File: config.mk
export PLATFORM = sky130hd
export DESIGN_NAME = cfrs_top
export DESIGN_NICKNAME = d
export VERILOG_FILES = /design/src/common/cfrs_pkg.sv /design/src/cfrs_flag.sv /design/src/cfrs_thresh.sv /design/src/cfrs_top.sv
export SDC_FILE = /design/constraint.sdc
export NUM_CORES = 1
export LEC_CHECK = 0
export BUFFER_PORTS_ARGS = -buffer_cell sky130_fd_sc_hd__buf_4
export CELL_PAD_IN_SITES_DETAIL_PLACEMENT = 0
export CELL_PAD_IN_SITES_GLOBAL_PLACEMENT = 1
export CORE_MARGIN = 4
export CORE_UTILIZATION = 32
export CTS_CLUSTER_DIAMETER = 120
export DETAILED_ROUTE_END_ITERATION = 6
export PLACE_DENSITY = 0.89
export SYNTH_ARGS = -nofsm -noshare
export SYNTH_HDL_FRONTEND = slang
export SYNTH_SLANG_ARGS = --single-unit
File: constraint.sdc
create_clock -name sys_clk -period 3.9 [get_ports sys_clk]
set_clock_uncertainty 0.15 [all_clocks]
set_input_delay 0.39 -clock sys_clk [delete_from_list [all_inputs] [get_ports sys_clk]]
set_output_delay 0.39 -clock sys_clk [all_outputs]
set_load 0.05 [all_outputs]
File: src/common/cfrs_pkg.sv
package cfrs_pkg;

    // Bus geometry
    localparam int unsigned AW = 16;
    localparam int unsigned DW = 32;
    localparam int unsigned LW = 16;

    // Register indices as printed; byte address is four times the index
    localparam logic [AW-1:0] CTRL_IDX  = 16'h2800;
    localparam logic [AW-1:0] MSTAT_IDX = 16'h2802;
    localparam logic [AW-1:0] RSTAT_IDX = 16'h2804;
    localparam logic [AW-1:0] IEN_IDX   = 16'h2806;
    localparam logic [AW-1:0] FCTRL_IDX = 16'h2820;

    localparam logic [AW-1:0] CTRL_ADDR  = 16'hA000;
    localparam logic [AW-1:0] MSTAT_ADDR = 16'hA008;
    localparam logic [AW-1:0] RSTAT_ADDR = 16'hA010;
    localparam logic [AW-1:0] IEN_ADDR   = 16'hA018;
    localparam logic [AW-1:0] FCTRL_ADDR = 16'hA080;

    // Field positions
    localparam int unsigned CTRL_SWRST_BIT = 7;
    localparam int unsigned FCTRL_CLR_BIT  = 2;
    localparam int unsigned FCTRL_THR_LSB  = 4;
    localparam int unsigned FLAG_LSB       = 8;
    localparam int unsigned STS_LSB        = 12;
    localparam int unsigned TOP_LSB        = 14;
    localparam int unsigned NFLAG          = 3;

    // Flag order within bits 10..8
    localparam int unsigned FLG_EMPTY = 0;
    localparam int unsigned FLG_FULL  = 1;
    localparam int unsigned FLG_THR   = 2;

    // Fixed read values and reset values
    localparam logic [1:0]       TOP_VAL    = 2'h2;
    localparam logic [7:0]       LOW_VAL    = 8'h80;
    localparam logic [1:0]       THR_RST    = 2'h0;
    localparam logic [NFLAG-1:0] IEN_RST    = 3'h0;
    localparam logic [DW-1:0]    RDATA_RST  = 32'h0;

    // Occupancy limits in dwords
    localparam logic [LW:0] EMPTY_LIMIT = 17'h00002;
    localparam logic [LW:0] LEVEL_MIN3  = 17'h00003;

    // Trigger threshold selections
    localparam logic [1:0] THR_ANY     = 2'h0;
    localparam logic [1:0] THR_3DW     = 2'h1;
    localparam logic [1:0] THR_QUARTER = 2'h2;
    localparam logic [1:0] THR_HALF    = 2'h3;

endpackage

File: src/cfrs_flag.sv
module cfrs_flag
    import cfrs_pkg::*;
(
    input  wire logic sys_clk,
    input  wire logic reset,
    input  wire logic clk_en,
    input  wire logic cond,
    input  wire logic hold,
    input  wire logic clr_wr,
    output logic      flag
);

    typedef struct packed {
        logic flag;
    } cfrs_flag_s;

    cfrs_flag_s st_q;
    cfrs_flag_s st_d;

    always_comb begin
        st_d = st_q;
        // Write-one clear only once the condition is gone or while the soft reset hold is set
        if (clr_wr && (!cond || hold)) begin
            st_d.flag = 1'b0;
        end
        // Set wins over a clear in the same cycle
        if (cond && !hold) begin
            st_d.flag = 1'b1;
        end
    end

    always_ff @(posedge sys_clk) begin
        if (reset) begin
            st_q <= '0;
        end else if (clk_en) begin
            st_q <= st_d;
        end
    end

    assign flag = st_q.flag;

endmodule

File: src/cfrs_thresh.sv
module cfrs_thresh
    import cfrs_pkg::*;
(
    input  wire logic [LW-1:0] cap_level,
    input  wire logic [7:0]    out_level,
    input  wire logic [LW-1:0] fifo_size,
    input  wire logic [1:0]    thr_sel,
    output logic               trig,
    output logic [1:0]         status
);

    logic [LW:0]   total;
    logic [LW+2:0] cap_x2;
    logic [LW+2:0] cap_x4;
    logic [LW+2:0] size_w;
    logic          half;
    logic          quarter;
    logic          three;

    always_comb begin
        total   = {1'b0, cap_level} + {{(LW-7){1'b0}}, out_level};
        cap_x2  = {2'b00, cap_level, 1'b0};
        cap_x4  = {1'b0, cap_level, 2'b00};
        size_w  = {3'b000, fifo_size};
        half    = (cap_x2 >= size_w);
        quarter = (cap_x4 >= size_w);
        three   = (total >= LEVEL_MIN3);
        // Occupancy status code
        if (total == '0) begin
            status = THR_ANY;
        end else if (half) begin
            status = THR_HALF;
        end else if (quarter) begin
            status = THR_QUARTER;
        end else if (three) begin
            status = THR_3DW;
        end else begin
            status = THR_ANY;
        end
        // Trigger comparison chosen by the threshold field
        case (thr_sel)
            THR_ANY:     trig = (total != '0);
            THR_3DW:     trig = three;
            THR_QUARTER: trig = quarter;
            THR_HALF:    trig = half;
            default:     trig = 1'b0;
        endcase
    end

endmodule

File: src/cfrs_top.sv
// Decided for this implementation: the APB register port and the register addresses.
module cfrs_top
    import cfrs_pkg::*;
(
    input  wire logic          sys_clk,
    input  wire logic          reset,
    input  wire logic          clk_en,
    input  wire logic          psel,
    input  wire logic          penable,
    input  wire logic          pwrite,
    input  wire logic [AW-1:0] paddr,
    input  wire logic [DW-1:0] pwdata,
    input  wire logic [3:0]    pstrb,
    output logic               pready,
    output logic [DW-1:0]      prdata,
    output logic               pslverr,
    input  wire logic [LW-1:0] cap_level,
    input  wire logic [7:0]    out_level,
    input  wire logic [LW-1:0] fifo_size,
    input  wire logic          main_full,
    input  wire logic          in_full,
    output logic               cap_swrst,
    output logic               fifo_clr,
    output logic               irq
);

    typedef struct packed {
        logic             swrst;
        logic [1:0]       thr_sel;
        logic             fifo_clr;
        logic [NFLAG-1:0] ien;
        logic [DW-1:0]    rdata;
    } cfrs_top_s;

    cfrs_top_s st_q;
    cfrs_top_s st_d;

    logic             setup;
    logic             access;
    logic             wr_en;
    logic             hit;
    logic             hit_ctrl;
    logic             hit_mstat;
    logic             hit_rstat;
    logic             hit_ien;
    logic             hit_fctrl;
    logic [NFLAG-1:0] cond;
    logic [NFLAG-1:0] raw;
    logic [NFLAG-1:0] masked;
    logic [NFLAG-1:0] clr_vec;
    logic             trig;
    logic [1:0]       occ_sts;
    logic [15:0]      raw_word;
    logic [15:0]      mask_word;
    logic [DW-1:0]    rd_mux;

    // Address decode
    always_comb begin
        hit_ctrl  = (paddr == CTRL_ADDR);
        hit_mstat = (paddr == MSTAT_ADDR);
        hit_rstat = (paddr == RSTAT_ADDR);
        hit_ien   = (paddr == IEN_ADDR);
        hit_fctrl = (paddr == FCTRL_ADDR);
        hit       = hit_ctrl | hit_mstat | hit_rstat | hit_ien | hit_fctrl;
    end

    // Bus phases; the slave never stalls
    assign setup   = psel && !penable;
    assign access  = psel && penable;
    assign pready  = 1'b1;
    assign pslverr = access && !hit;
    assign wr_en   = access && pwrite && hit && clk_en;

    // Occupancy comparison
    cfrs_thresh u_thresh (
        .cap_level (cap_level),
        .out_level (out_level),
        .fifo_size (fifo_size),
        .thr_sel   (st_q.thr_sel),
        .trig      (trig),
        .status    (occ_sts)
    );

    // Conditions feeding the sticky flags; enables play no part here
    always_comb begin
        cond            = '0;
        cond[FLG_THR]   = trig;
        cond[FLG_FULL]  = main_full && in_full;
        cond[FLG_EMPTY] = ({{(LW-7){1'b0}}, out_level} < EMPTY_LIMIT);
    end

    // Write-one clears arrive through the masked status word only
    always_comb begin
        clr_vec = '0;
        if (wr_en && hit_mstat && pstrb[1]) begin
            clr_vec = pwdata[FLAG_LSB +: NFLAG];
        end
    end

    // One sticky flag per condition; FIFO clear is not an input here
    genvar gi;
    generate
        for (gi = 0; gi < NFLAG; gi++) begin : g_flag
            cfrs_flag u_flag (
                .sys_clk (sys_clk),
                .reset   (reset),
                .clk_en  (clk_en),
                .cond    (cond[gi]),
                .hold    (st_q.swrst),
                .clr_wr  (clr_vec[gi]),
                .flag    (raw[gi])
            );
        end
    endgenerate

    assign masked = raw & st_q.ien;

    // Read words
    always_comb begin
        raw_word                        = '0;
        raw_word[TOP_LSB +: 2]          = TOP_VAL;
        raw_word[STS_LSB +: 2]          = occ_sts;
        raw_word[FLAG_LSB +: NFLAG]     = raw;
        raw_word[7:0]                   = LOW_VAL;
        mask_word                       = raw_word;
        mask_word[FLAG_LSB +: NFLAG]    = masked;
    end

    always_comb begin
        rd_mux = '0;
        if (hit_ctrl) begin
            rd_mux[CTRL_SWRST_BIT] = st_q.swrst;
        end else if (hit_mstat) begin
            rd_mux[15:0] = mask_word;
        end else if (hit_rstat) begin
            rd_mux[15:0] = raw_word;
        end else if (hit_ien) begin
            rd_mux[FLAG_LSB +: NFLAG] = st_q.ien;
        end else if (hit_fctrl) begin
            rd_mux[FCTRL_THR_LSB +: 2] = st_q.thr_sel;
            rd_mux[FCTRL_CLR_BIT]      = st_q.fifo_clr;
        end else begin
            rd_mux = '0;
        end
    end

    // Register updates; raw status address has no writable bits
    always_comb begin
        st_d = st_q;
        if (setup && !pwrite) begin
            st_d.rdata = rd_mux;
        end
        if (wr_en && hit_ctrl && pstrb[0]) begin
            st_d.swrst = pwdata[CTRL_SWRST_BIT];
        end
        if (wr_en && hit_ien && pstrb[1]) begin
            st_d.ien = pwdata[FLAG_LSB +: NFLAG];
        end
        if (wr_en && hit_fctrl && pstrb[0]) begin
            st_d.thr_sel  = pwdata[FCTRL_THR_LSB +: 2];
            st_d.fifo_clr = pwdata[FCTRL_CLR_BIT];
        end
        if (wr_en && hit_rstat) begin
            st_d.ien = st_q.ien;
        end
    end

    always_ff @(posedge sys_clk) begin
        if (reset) begin
            st_q.swrst    <= 1'b0;
            st_q.thr_sel  <= THR_RST;
            st_q.fifo_clr <= 1'b0;
            st_q.ien      <= IEN_RST;
            st_q.rdata    <= RDATA_RST;
        end else if (clk_en) begin
            st_q <= st_d;
        end
    end

    assign prdata    = st_q.rdata;
    assign cap_swrst = st_q.swrst;
    assign fifo_clr  = st_q.fifo_clr;
    assign irq       = |masked;

endmodule

==> impl_results.html, run 1 <==
<table>
<tr><th>Metric</th><th>Value</th></tr>
<tr><th colspan="2">Clocking</th></tr>
<tr><td>Clk root buf</td><td>clkbuf_8</td></tr>
<tr><td>Postcts setup bufs</td><td>0</td></tr>
<tr><td>Clock insertion delay at the later pin of the skew report</td><td>0.25 ns</td></tr>
<tr><td>Count of hold-fix buffers inserted at cts</td><td>0</td></tr>
<tr><td>CTS clock-pin slew for the worst setup and hold paths</td><td>roughly 0.07 ns</td></tr>
<tr><td>Number of buffers on the longest clock path</td><td>2</td></tr>
<tr><td>Clock tree from TritonCTS</td><td>built</td></tr>
<tr><td># H-tree levels</td><td>1</td></tr>
<tr><td>Number of sinks handled by clock tree synthesis</td><td>20</td></tr>
<tr><td>Number of buffers created by CTS</td><td>3</td></tr>
<tr><td>Post-cts gate resize count</td><td>0</td></tr>
<tr><th colspan="2">Detailed routing</th></tr>
<tr><td>Total DRC errors in the routed layout</td><td>0</td></tr>
<tr><td>Final wirelength</td><td>6834 microns</td></tr>
<tr><td>Residual antenna-violating net count after detailed routing</td><td>0</td></tr>
<tr><td>First-pass DRT Iterations</td><td>4</td></tr>
<tr><td>Detailed-route vias per instance</td><td>between 5 and 6</td></tr>
<tr><td>Total via count in the routed design</td><td>around 2,600</td></tr>
<tr><td>Drt wl/cell</td><td>around 13 microns</td></tr>
<tr><td>Iteration-0 DRC count of the detailed router</td><td>88</td></tr>
<tr><th colspan="2">Finish</th></tr>
<tr><td>Share of final-layout standard cells stronger than drive strength 1</td><td>0.2555</td></tr>
<tr><td>Non-filler instance count after layout</td><td>513</td></tr>
<tr><td>Total non-filler cell area in the finished layout</td><td>0.003219 sq mm</td></tr>
<tr><td>Total Nets Final</td><td>550</td></tr>
<tr><td>Final Util</td><td>0.4145</td></tr>
<tr><td>Layout overhead on the synthesized area</td><td>24.78%</td></tr>
<tr><td>Ant diodes</td><td>0</td></tr>
<tr><th colspan="2">Setup path</th></tr>
<tr><td>Worst Path Max Fanout</td><td>3</td></tr>
<tr><td>Buffers and inverters on the worst path</td><td>2</td></tr>
<tr><td>Endpoint kind of the worst setup timing path</td><td>flip-flop</td></tr>
<tr><td>Cells on worst reg2reg path</td><td>4</td></tr>
<tr><td>Type of element launching the critical path</td><td>primary input</td></tr>
<tr><td>Data arrival time of the worst path</td><td>a little under 3 ns</td></tr>
<tr><td>Slowest stage cell, crit path</td><td>or4b_1</td></tr>
<tr><td>RR Startpoint</td><td>st_q[36]$_SDFFE_PP0P_</td></tr>
<tr><td>Critical path cell sequence</td><td>buf_4 -&gt; ha_1 -&gt; inv_1 -&gt; fa_1 -&gt; nor2b_1 -&gt; o2111ai_1 -&gt; a21oi_1 -&gt; mux2i_1 -&gt; o2111ai_1 -&gt; or4b_1 -&gt; a31o_1</td></tr>
<tr><td>Library cell appearing most often on the critical path</td><td>o2111ai_1</td></tr>
<tr><td>Data required time of the critical path</td><td>between 3 and 4 ns</td></tr>
<tr><td>Delay-heaviest family, CP</td><td>compound AO/OA/AOI/OAI gates</td></tr>
<tr><td>Maximum single-stage delay on the critical path</td><td>0.53 ns</td></tr>
<tr><td>Kind of critical path</td><td>primary input to flip-flop</td></tr>
<tr><td>Worst reg-to-reg setup slack</td><td>~2.4 ns</td></tr>
<tr><td>Critical register-to-register path endpoint</td><td>g_flag[2].u_flag.flag$_SDFFE_PP0P_</td></tr>
<tr><th colspan="2">Pwr</th></tr>
<tr><td>PwrDens</td><td>around 200 mW/mm^2</td></tr>
<tr><td>Leakage power</td><td>around 1.5 nW</td></tr>
<tr><td>Peak supply drop</td><td>roughly 0.078 mV</td></tr>
<tr><th colspan="2">STA</th></tr>
<tr><td>Final clock period utilization by the worst path</td><td>0.7560</td></tr>
<tr><td>Total negative setup slack</td><td>0 ns</td></tr>
<tr><td>Highest achievable clock rate</td><td>~340 MHz</td></tr>
<tr><td>Crit path time final</td><td>2.948 ns</td></tr>
<tr><td>Unrepaired setup endpoints after global routing</td><td>no</td></tr>
<tr><td>Number of slew-limit violations in the final report</td><td>0</td></tr>
<tr><td>Pin slew with the least headroom to its limit</td><td>a little under 0.6 ns</td></tr>
<tr><td>Headroom to the max-slew limit</td><td>0.6007</td></tr>
<tr><td>Final hold violation count</td><td>0</td></tr>
<tr><td>Total of endpoints with negative setup slack in the final report</td><td>0</td></tr>
<tr><th colspan="2">Run status</th></tr>
<tr><td>Run status</td><td>completed</td></tr>
<tr><th colspan="2">Die</th></tr>
<tr><td>DIE AREA</td><td>~0.0096 sq mm</td></tr>
<tr><td>I/O pin cnt</td><td>between 100 and 150</td></tr>
<tr><td>Num rows</td><td>32</td></tr>
<tr><td>Die outline width</td><td>97.79 microns</td></tr>
<tr><td>Initial Util</td><td>0.3322</td></tr>
<tr><td>Core Region</td><td>slightly below 0.008 sq mm</td></tr>
<tr><td>Height of the die</td><td>97.79 microns</td></tr>
<tr><th colspan="2">Global route</th></tr>
<tr><td>Sum of overflow across all layers after global routing</td><td>0</td></tr>
<tr><td>GRT Util Overall</td><td>0.1431</td></tr>
<tr><td>First-pass GRT wire length</td><td>~12,000 microns</td></tr>
<tr><td>Number of global-route vias before repair</td><td>2,522</td></tr>
<tr><td>Largest net degree at the start of global routing</td><td>23</td></tr>
<tr><td>Initial antenna violation count</td><td>0</td></tr>
<tr><th colspan="2">Place</th></tr>
<tr><td>Routability Congestion</td><td>0.8632</td></tr>
<tr><td>Placed cells</td><td>~500</td></tr>
<tr><td>Instance area at placement</td><td>0.003164 sq mm</td></tr>
<tr><td>Count of input and output buffers</td><td>86</td></tr>
<tr><td>Detailed-placement wirelength estimate</td><td>between 5000 and 6000 microns</td></tr>
<tr><th colspan="2">Hold path</th></tr>
<tr><td>Hold Crit Start</td><td>pwdata[7]</td></tr>
<tr><td>Depth of the worst hold-timing path</td><td>3</td></tr>
<tr><td>Worst Hold End</td><td>cap_swrst$_SDFFE_PP0P_</td></tr>
<tr><td>Worst min path class</td><td>primary input to flip-flop</td></tr>
<tr><th colspan="2">Yosys</th></tr>
<tr><td>Yosys warnings</td><td>0</td></tr>
<tr><td>Post-synthesis async set-or-reset flop share</td><td>0</td></tr>
<tr><td>Mean cell area of the mapped netlist</td><td>between 7 and 8 sq um</td></tr>
<tr><td>Post-synthesis cell type count</td><td>64</td></tr>
<tr><td>Leading register cell type out of synthesis</td><td>dfxtp_1</td></tr>
<tr><td>Sequential-to-total area share from yosys stat</td><td>0.1552</td></tr>
<tr><td>Number of synthesized flops with an enable pin</td><td>0</td></tr>
<tr><td>Flops &amp; latches, synth</td><td>20</td></tr>
<tr><td>Gate Count Post-Synth</td><td>338</td></tr>
<tr><td>Post-synthesis cell area</td><td>between 0.002 and 0.003 sq mm</td></tr>
<tr><th colspan="2">Run</th></tr>
<tr><td>Number of violations of the max-capacitance limit</td><td>0</td></tr>
</table>
==> sequential cells by signal, indices dropped and copies added (netlist names) <==
signal / cells
prdata: 10
st_q: 5
g_flag.u_flag.flag: 3
cap_swrst: 1
fifo_clr: 1
==> cell type report <==
type | count | area, sq um
Fill cell | 802 | 4548
Multi-Input combinational cell | 277 | 1901
Tap cell | 102 | 127.6
Clock buffer | 4 | 55.05
Timing Repair Buffer | 86 | 645.6
Inverter | 24 | 90.09
Sequential cell | 20 | 400.4
==> Yosys cell counts (2+ instances only) <==
cell	count	area (sq um)
nand2_1	28	105.1
nor3_1	11	55.05
or2_2	3	18.77
o2111ai_1	2	17.52
inv_1	24	90.09
a21oi_1	20	100.1
a211oi_2	2	25.02
xor2_1	3	26.28
o21ai_0	15	75.07
ha_1	37	462.9
a21o_1	2	15.01
a22oi_1	7	52.55
buf_4	33	247.7
nor2b_1	3	18.77
a211oi_1	4	30.03
nor4_1	4	25.02
o211ai_1	5	37.54
nand2b_1	9	56.30
nand4_1	7	43.79
clkbuf_1	4	15.01
a31oi_1	3	18.77
and3_1	3	18.77
conb_1	2	7.510
nor2_1	30	112.6
a32oi_1	2	17.52
or4_1	2	15.01
dfxtp_1	20	400.4
mux2i_1	8	80.08
a22o_1	2	17.52
nand3_1	9	45.04
==> tightest hold or removal path, cell delays in order <==
cell     delay [ns]
buf_4          0.08
mux2i_1        0.05
nor2_1         0.08
==> metal layers <==
layer / global-route usage / routed length (microns) / vias up
met4: 0.01597 / 23 / 0
met2: 0.2399 / 3268 / 97
met1: 0.2012 / 3075 / 1170
met3: 0.02143 / 467 / 4
met5: 0 / 0 / -
li1: - / - / 1330
==> power breakdown <==
group | internal, mW | total (mW) | switching, mW
sequential | 0.206 | 0.207 | 0.00135
combinational | 0.118 | 0.290 | 0.172
clock | 0.0898 | 0.156 | 0.0662
==> placed cells by master, fill, tap and decap left out, drive strengths merged, types with 3 or more instances in the layout <==
| cell | instances |
|---|---|
| nor4 | 5 |
| clkbuf | 4 |
| nand4 | 7 |
| nor2b | 3 |
| a31oi | 3 |
| nand2 | 29 |
| o21ai | 16 |
| nand3 | 9 |
| or4 | 3 |
| o211ai | 5 |
| buf | 86 |
| a211oi | 6 |
| nor3 | 12 |
| conb | 23 |
| inv | 24 |
| dfxtp | 20 |
| a21oi | 20 |
| nor2 | 30 |
| mux2i | 8 |
| and3 | 3 |
| a22oi | 7 |
| nor3b | 3 |
| or2 | 4 |
| nand2b | 9 |
| ha | 37 |
| xor2 | 3 |
==> metrics by stage <==
stage	worst slack [ns]	hold slack (ns)	power (mW)
final	0.9516	0.2251	0.6531
after global placement	0.7278	0.2994	0.4952
after CTS	0.9372	0.2276	0.6593
after global routing	0.7570	0.2469	0.7089
after detailed placement	0.6697	0.3019	0.5015
after floorplan	1.035	0.2763	0.4151
==> logic make-up (layout without fill, tap and decap cells) <==
family                   count (synthesis)  in the layout  share of synthesized area
XOR/XNOR                                 3              3                    0.01019
AND/OR/NAND/NOR                        125            125                     0.2629
flip-flops                              20             20                     0.1552
adder cells (fa/ha/maj)                 38             38                     0.1872
other                                    2             23                   0.002911
multiplexers                             9              9                    0.03540
buffers and inverters                   62            114                     0.1387
AO/OA/AOI/OAI                           79             79                     0.2076
==> worst max path at each step <==
stage / from / end / slack [ns] / cells after the start
after global routing: cap_level[0] / g_flag[2].u_flag.flag$_SDFFE_PP0P_ / 0.76 / 11
final: cap_level[0] / g_flag[2].u_flag.flag$_SDFFE_PP0P_ / 0.95 / 11
after CTS: cap_level[0] / g_flag[2].u_flag.flag$_SDFFE_PP0P_ / 0.94 / 11
after detailed placement: cap_level[0] / g_flag[2].u_flag.flag$_SDFFE_PP0P_ / 0.67 / 11
after global placement: cap_level[0] / g_flag[2].u_flag.flag$_SDFFE_PP0P_ / 0.73 / 11
after floorplan: cap_level[0] / g_flag[2].u_flag.flag$_SDFFE_PP0P_ / 1.04 / 10
Note: power is estimated with default switching activity, not from simulation.
==> run 2, diff against run 1 <==
--- a/config.mk
+++ b/config.mk
@@ -9,10 +9,10 @@
 export CELL_PAD_IN_SITES_DETAIL_PLACEMENT = 0
 export CELL_PAD_IN_SITES_GLOBAL_PLACEMENT = 1
 export CORE_MARGIN = 4
-export CORE_UTILIZATION = 32
+export CORE_UTILIZATION = 28
 export CTS_CLUSTER_DIAMETER = 120
 export DETAILED_ROUTE_END_ITERATION = 6
-export PLACE_DENSITY = 0.89
+export PLACE_DENSITY = 0.83
 export SYNTH_ARGS = -nofsm -noshare
 export SYNTH_HDL_FRONTEND = slang
 export SYNTH_SLANG_ARGS = --single-unit
==> constraint.sdc (replaced) <==
create_clock -name sys_clk -period 2.7 [get_ports sys_clk]
set_clock_uncertainty 0.15 [all_clocks]
set_input_delay 0.27 -clock sys_clk [delete_from_list [all_inputs] [get_ports sys_clk]]
set_output_delay 0.27 -clock sys_clk [all_outputs]
set_load 0.05 [all_outputs]
==> run 2 against run 1 <==
Net effect:
- critical path depth rose by 1
- register-to-register slack got worse by 1.3 ns
- worst setup slack got worse by 0.87 ns
- global-route usage fell by 1.3 points
- combinational power rose by 69%
- final cell count rose by 5.1%
- via count rose by 2.8%
- sequential cell count did not move
==> impl_results.html, run 2 (synthesis gave the netlist of run 1 again) <==
<table>
<tr><th>Metric</th><th>Value</th></tr>
<tr><th colspan="2">Place</th></tr>
<tr><td>Routability Congestion</td><td>0.8099 (-6.2%)</td></tr>
<tr><td>Count of input and output buffers</td><td>86 (unchanged)</td></tr>
<tr><td>Placed cells</td><td>534 (+4.9%)</td></tr>
<tr><td>Detailed-placement wirelength estimate</td><td>6416 microns (+7.4%)</td></tr>
<tr><th colspan="2">STA</th></tr>
<tr><td>Total negative setup slack</td><td>0 ns (unchanged)</td></tr>
<tr><td>Highest achievable clock rate</td><td>approximately 380 MHz</td></tr>
<tr><td>Worst hold margin</td><td>0.1036 ns (-0.1215 ns)</td></tr>
<tr><td>Crit path time final</td><td>approximately 2.6 ns</td></tr>
<tr><td>Total of endpoints with negative setup slack in the final report</td><td>0 (unchanged)</td></tr>
<tr><td>Number of slew-limit violations in the final report</td><td>0 (unchanged)</td></tr>
<tr><td>Final hold violation count</td><td>0 (unchanged)</td></tr>
<tr><td>Final clock period utilization by the worst path</td><td>0.9708</td></tr>
<tr><td>Headroom to the max-slew limit</td><td>0.6705 (+0.06981)</td></tr>
<tr><td>Pin slew with the least headroom to its limit</td><td>0.4905 ns (-0.1030 ns)</td></tr>
<tr><td>Unrepaired setup endpoints after global routing</td><td>yes</td></tr>
<tr><th colspan="2">Finish</th></tr>
<tr><td>Layout overhead on the synthesized area</td><td>35.60%</td></tr>
<tr><td>Flip-flop count of the largest register after layout</td><td>10 (unchanged)</td></tr>
<tr><td>Ant diodes</td><td>0 (unchanged)</td></tr>
<tr><td>Share of final-layout standard cells stronger than drive strength 1</td><td>0.3248 (+0.06935)</td></tr>
<tr><td>Most frequent standard cell in the layout excluding fill and tap cells</td><td>buf_4</td></tr>
<tr><td>Leading cell types in the layout, fill and taps excluded</td><td>105 x buf_4, 36 x ha_1, 30 x nor2_1, 28 x nand2_1</td></tr>
<tr><td>Total Nets Final</td><td>571 (+3.8%)</td></tr>
<tr><td>Non-filler instance count after layout</td><td>539 (+5.1%)</td></tr>
<tr><th colspan="2">Global route</th></tr>
<tr><td>Initial antenna violation count</td><td>0 (unchanged)</td></tr>
<tr><td>Sum of overflow across all layers after global routing</td><td>0 (unchanged)</td></tr>
<tr><td>Largest net degree at the start of global routing</td><td>23 (unchanged)</td></tr>
<tr><td>First-pass GRT wire length</td><td>12,140 microns (+2.5%)</td></tr>
<tr><td>Number of global-route vias before repair</td><td>2,610 (+3.5%)</td></tr>
<tr><td>GRT Util Overall</td><td>0.1301 (-0.01304)</td></tr>
<tr><th colspan="2">Die</th></tr>
<tr><td>DIE AREA</td><td>0.01081 sq mm (+13%)</td></tr>
<tr><td>Num rows</td><td>34 (+6.3%)</td></tr>
<tr><td>I/O pin cnt</td><td>137 (unchanged)</td></tr>
<tr><td>Height of the die</td><td>104.0 microns (+6.3%)</td></tr>
<tr><td>Core Region</td><td>0.008848 sq mm (+14%)</td></tr>
<tr><td>Die outline width</td><td>104.0 microns (+6.3%)</td></tr>
<tr><td>Initial Util</td><td>0.2916 (-0.04058)</td></tr>
<tr><th colspan="2">Detailed routing</th></tr>
<tr><td>Iteration-0 DRC count of the detailed router</td><td>59 (-33%)</td></tr>
<tr><td>Residual antenna-violating net count after detailed routing</td><td>0 (unchanged)</td></tr>
<tr><td>Detailed-route vias per instance</td><td>4.963 (-2.1%)</td></tr>
<tr><td>Total DRC errors in the routed layout</td><td>0 (unchanged)</td></tr>
<tr><td>First-pass DRT Iterations</td><td>4 (unchanged)</td></tr>
<tr><td>Final wirelength</td><td>7486 microns (+9.5%)</td></tr>
<tr><td>Drt wl/cell</td><td>13.89 microns (+4.3%)</td></tr>
<tr><td>Total via count in the routed design</td><td>2,675 (+2.8%)</td></tr>
<tr><th colspan="2">Run status</th></tr>
<tr><td>Run status</td><td>completed</td></tr>
<tr><th colspan="2">Hold path</th></tr>
<tr><td>Worst min path class</td><td>primary input to flip-flop</td></tr>
<tr><td>Worst Hold End</td><td>cap_swrst$_SDFFE_PP0P_</td></tr>
<tr><td>Hold Crit Start</td><td>pwdata[7]</td></tr>
<tr><td>Depth of the worst hold-timing path</td><td>3 (unchanged)</td></tr>
<tr><th colspan="2">Clocking</th></tr>
<tr><td>Clock insertion delay at the later pin of the skew report</td><td>0.25 ns (about the same)</td></tr>
<tr><td>Clk root buf</td><td>clkbuf_8</td></tr>
<tr><td>Count of hold-fix buffers inserted at cts</td><td>0 (unchanged)</td></tr>
<tr><td>Number of buffers created by CTS</td><td>3 (unchanged)</td></tr>
<tr><td>Number of sinks handled by clock tree synthesis</td><td>20 (unchanged)</td></tr>
<tr><td>Clock tree from TritonCTS</td><td>built</td></tr>
<tr><td>Number of buffers on the longest clock path</td><td>2 (unchanged)</td></tr>
<tr><td># H-tree levels</td><td>1 (unchanged)</td></tr>
<tr><td>CTS clock-pin slew for the worst setup and hold paths</td><td>0.07 ns (about the same)</td></tr>
<tr><th colspan="2">Pwr</th></tr>
<tr><td>Leakage power</td><td>1.658 nW (+7.6%)</td></tr>
<tr><td>Peak supply drop</td><td>0.1524 mV (+96%)</td></tr>
<tr><td>PwrDens</td><td>279.5 mW/mm^2 (+38%)</td></tr>
<tr><th colspan="2">Setup path</th></tr>
<tr><td>Cells on worst reg2reg path</td><td>4 (unchanged)</td></tr>
<tr><td>Data arrival time of the worst path</td><td>2.62 ns (-0.33 ns)</td></tr>
<tr><td>Worst Path Max Fanout</td><td>2 (-1)</td></tr>
<tr><td>Type of element launching the critical path</td><td>primary input</td></tr>
<tr><td>Critical register-to-register path endpoint</td><td>g_flag[2].u_flag.flag$_SDFFE_PP0P_</td></tr>
<tr><td>Data required time of the critical path</td><td>2.70 ns (-1.20 ns)</td></tr>
<tr><td>RR Startpoint</td><td>st_q[36]$_SDFFE_PP0P_</td></tr>
<tr><td>Worst reg-to-reg setup slack</td><td>1.13 ns (-1.25 ns)</td></tr>
<tr><td>Endpoint kind of the worst setup timing path</td><td>flip-flop</td></tr>
<tr><td>Kind of critical path</td><td>primary input to flip-flop</td></tr>
<tr><th colspan="2">Run</th></tr>
<tr><td>Number of violations of the max-capacitance limit</td><td>0 (unchanged)</td></tr>
</table>
==> run 2: through the flow <==
| step | cell area [sq um] | power [mW] | utilization | setup WS, ns |
|---|---|---|---|---|
| finish | 3498 | 0.9776 | 0.3954 | 0.07877 |
| global route | 3498 | 1.044 | 0.3954 | -0.02717 |
| CTS | 3373 | 0.9524 | 0.3812 | 0.02712 |
| detailed placement | 3324 | 0.7586 | 0.3757 | -0.2625 |
| global placement | 3324 | 0.7463 | 0.3757 | -0.2039 |
| floorplan | 2669 | 0.6024 | - | 0.001134 |
==> run 2: where the power goes <==
group | internal, mW | total [mW] | switching [mW]
logic | 0.209 | 0.491 | 0.282
clock network | 0.0992 | 0.188 | 0.0886
registers | 0.297 | 0.299 | 0.00193
total | 0.606 | 0.978 | 0.372
==> run 2: metal layers <==
layer	global-route usage	vias up	wire [microns]
met2	0.2312	86	3608
met4	0.02659	0	119
met5	0	-	0
met1	0.1685	1209	3397
met3	0.01614	13	361
li1	-	1367	-
==> run 2: timing repair <==
item,CTS,global route
setup endpoints to repair,1,2
setup buffers,0,2
gates resized for setup,2,20
pin swaps,0,11
==> run 2: worst max-delay path, cell delays in order <==
cell	delay, ns
buf_6	0.07
ha_4	0.13
inv_2	0.04
fa_2	0.40
nor2b_4	0.18
o2111ai_4	0.17
a21oi_2	0.20
buf_4	0.13
mux2i_1	0.17
a31oi_1	0.13
or4b_1	0.52
a31o_1	0.21
==> run 2: area by class of cell <==
class                           instances  area, sq um
Fill cell                             937         5350
Sequential cell                        20        400.4
Inverter                               24        90.09
Multi-Input combinational cell        277         2017
Clock buffer                            3        41.29
Timing Repair Buffer                  107        814.5
Tap cell                              108        135.1
==> run 2: how the worst max path moves through the flow <==
stage	slack (ns)	to	start	depth (start not counted)
floorplan	0.001	g_flag[2].u_flag.flag$_SDFFE_PP0P_	cap_level[0]	10
global placement	-0.20	g_flag[2].u_flag.flag$_SDFFE_PP0P_	cap_level[0]	11
detailed placement	-0.26	g_flag[2].u_flag.flag$_SDFFE_PP0P_	cap_level[0]	11
CTS	0.03	g_flag[2].u_flag.flag$_SDFFE_PP0P_	cap_level[0]	11
global route	-0.03	g_flag[2].u_flag.flag$_SDFFE_PP0P_	out_level[0]	12
finish	0.08	g_flag[2].u_flag.flag$_SDFFE_PP0P_	out_level[0]	12
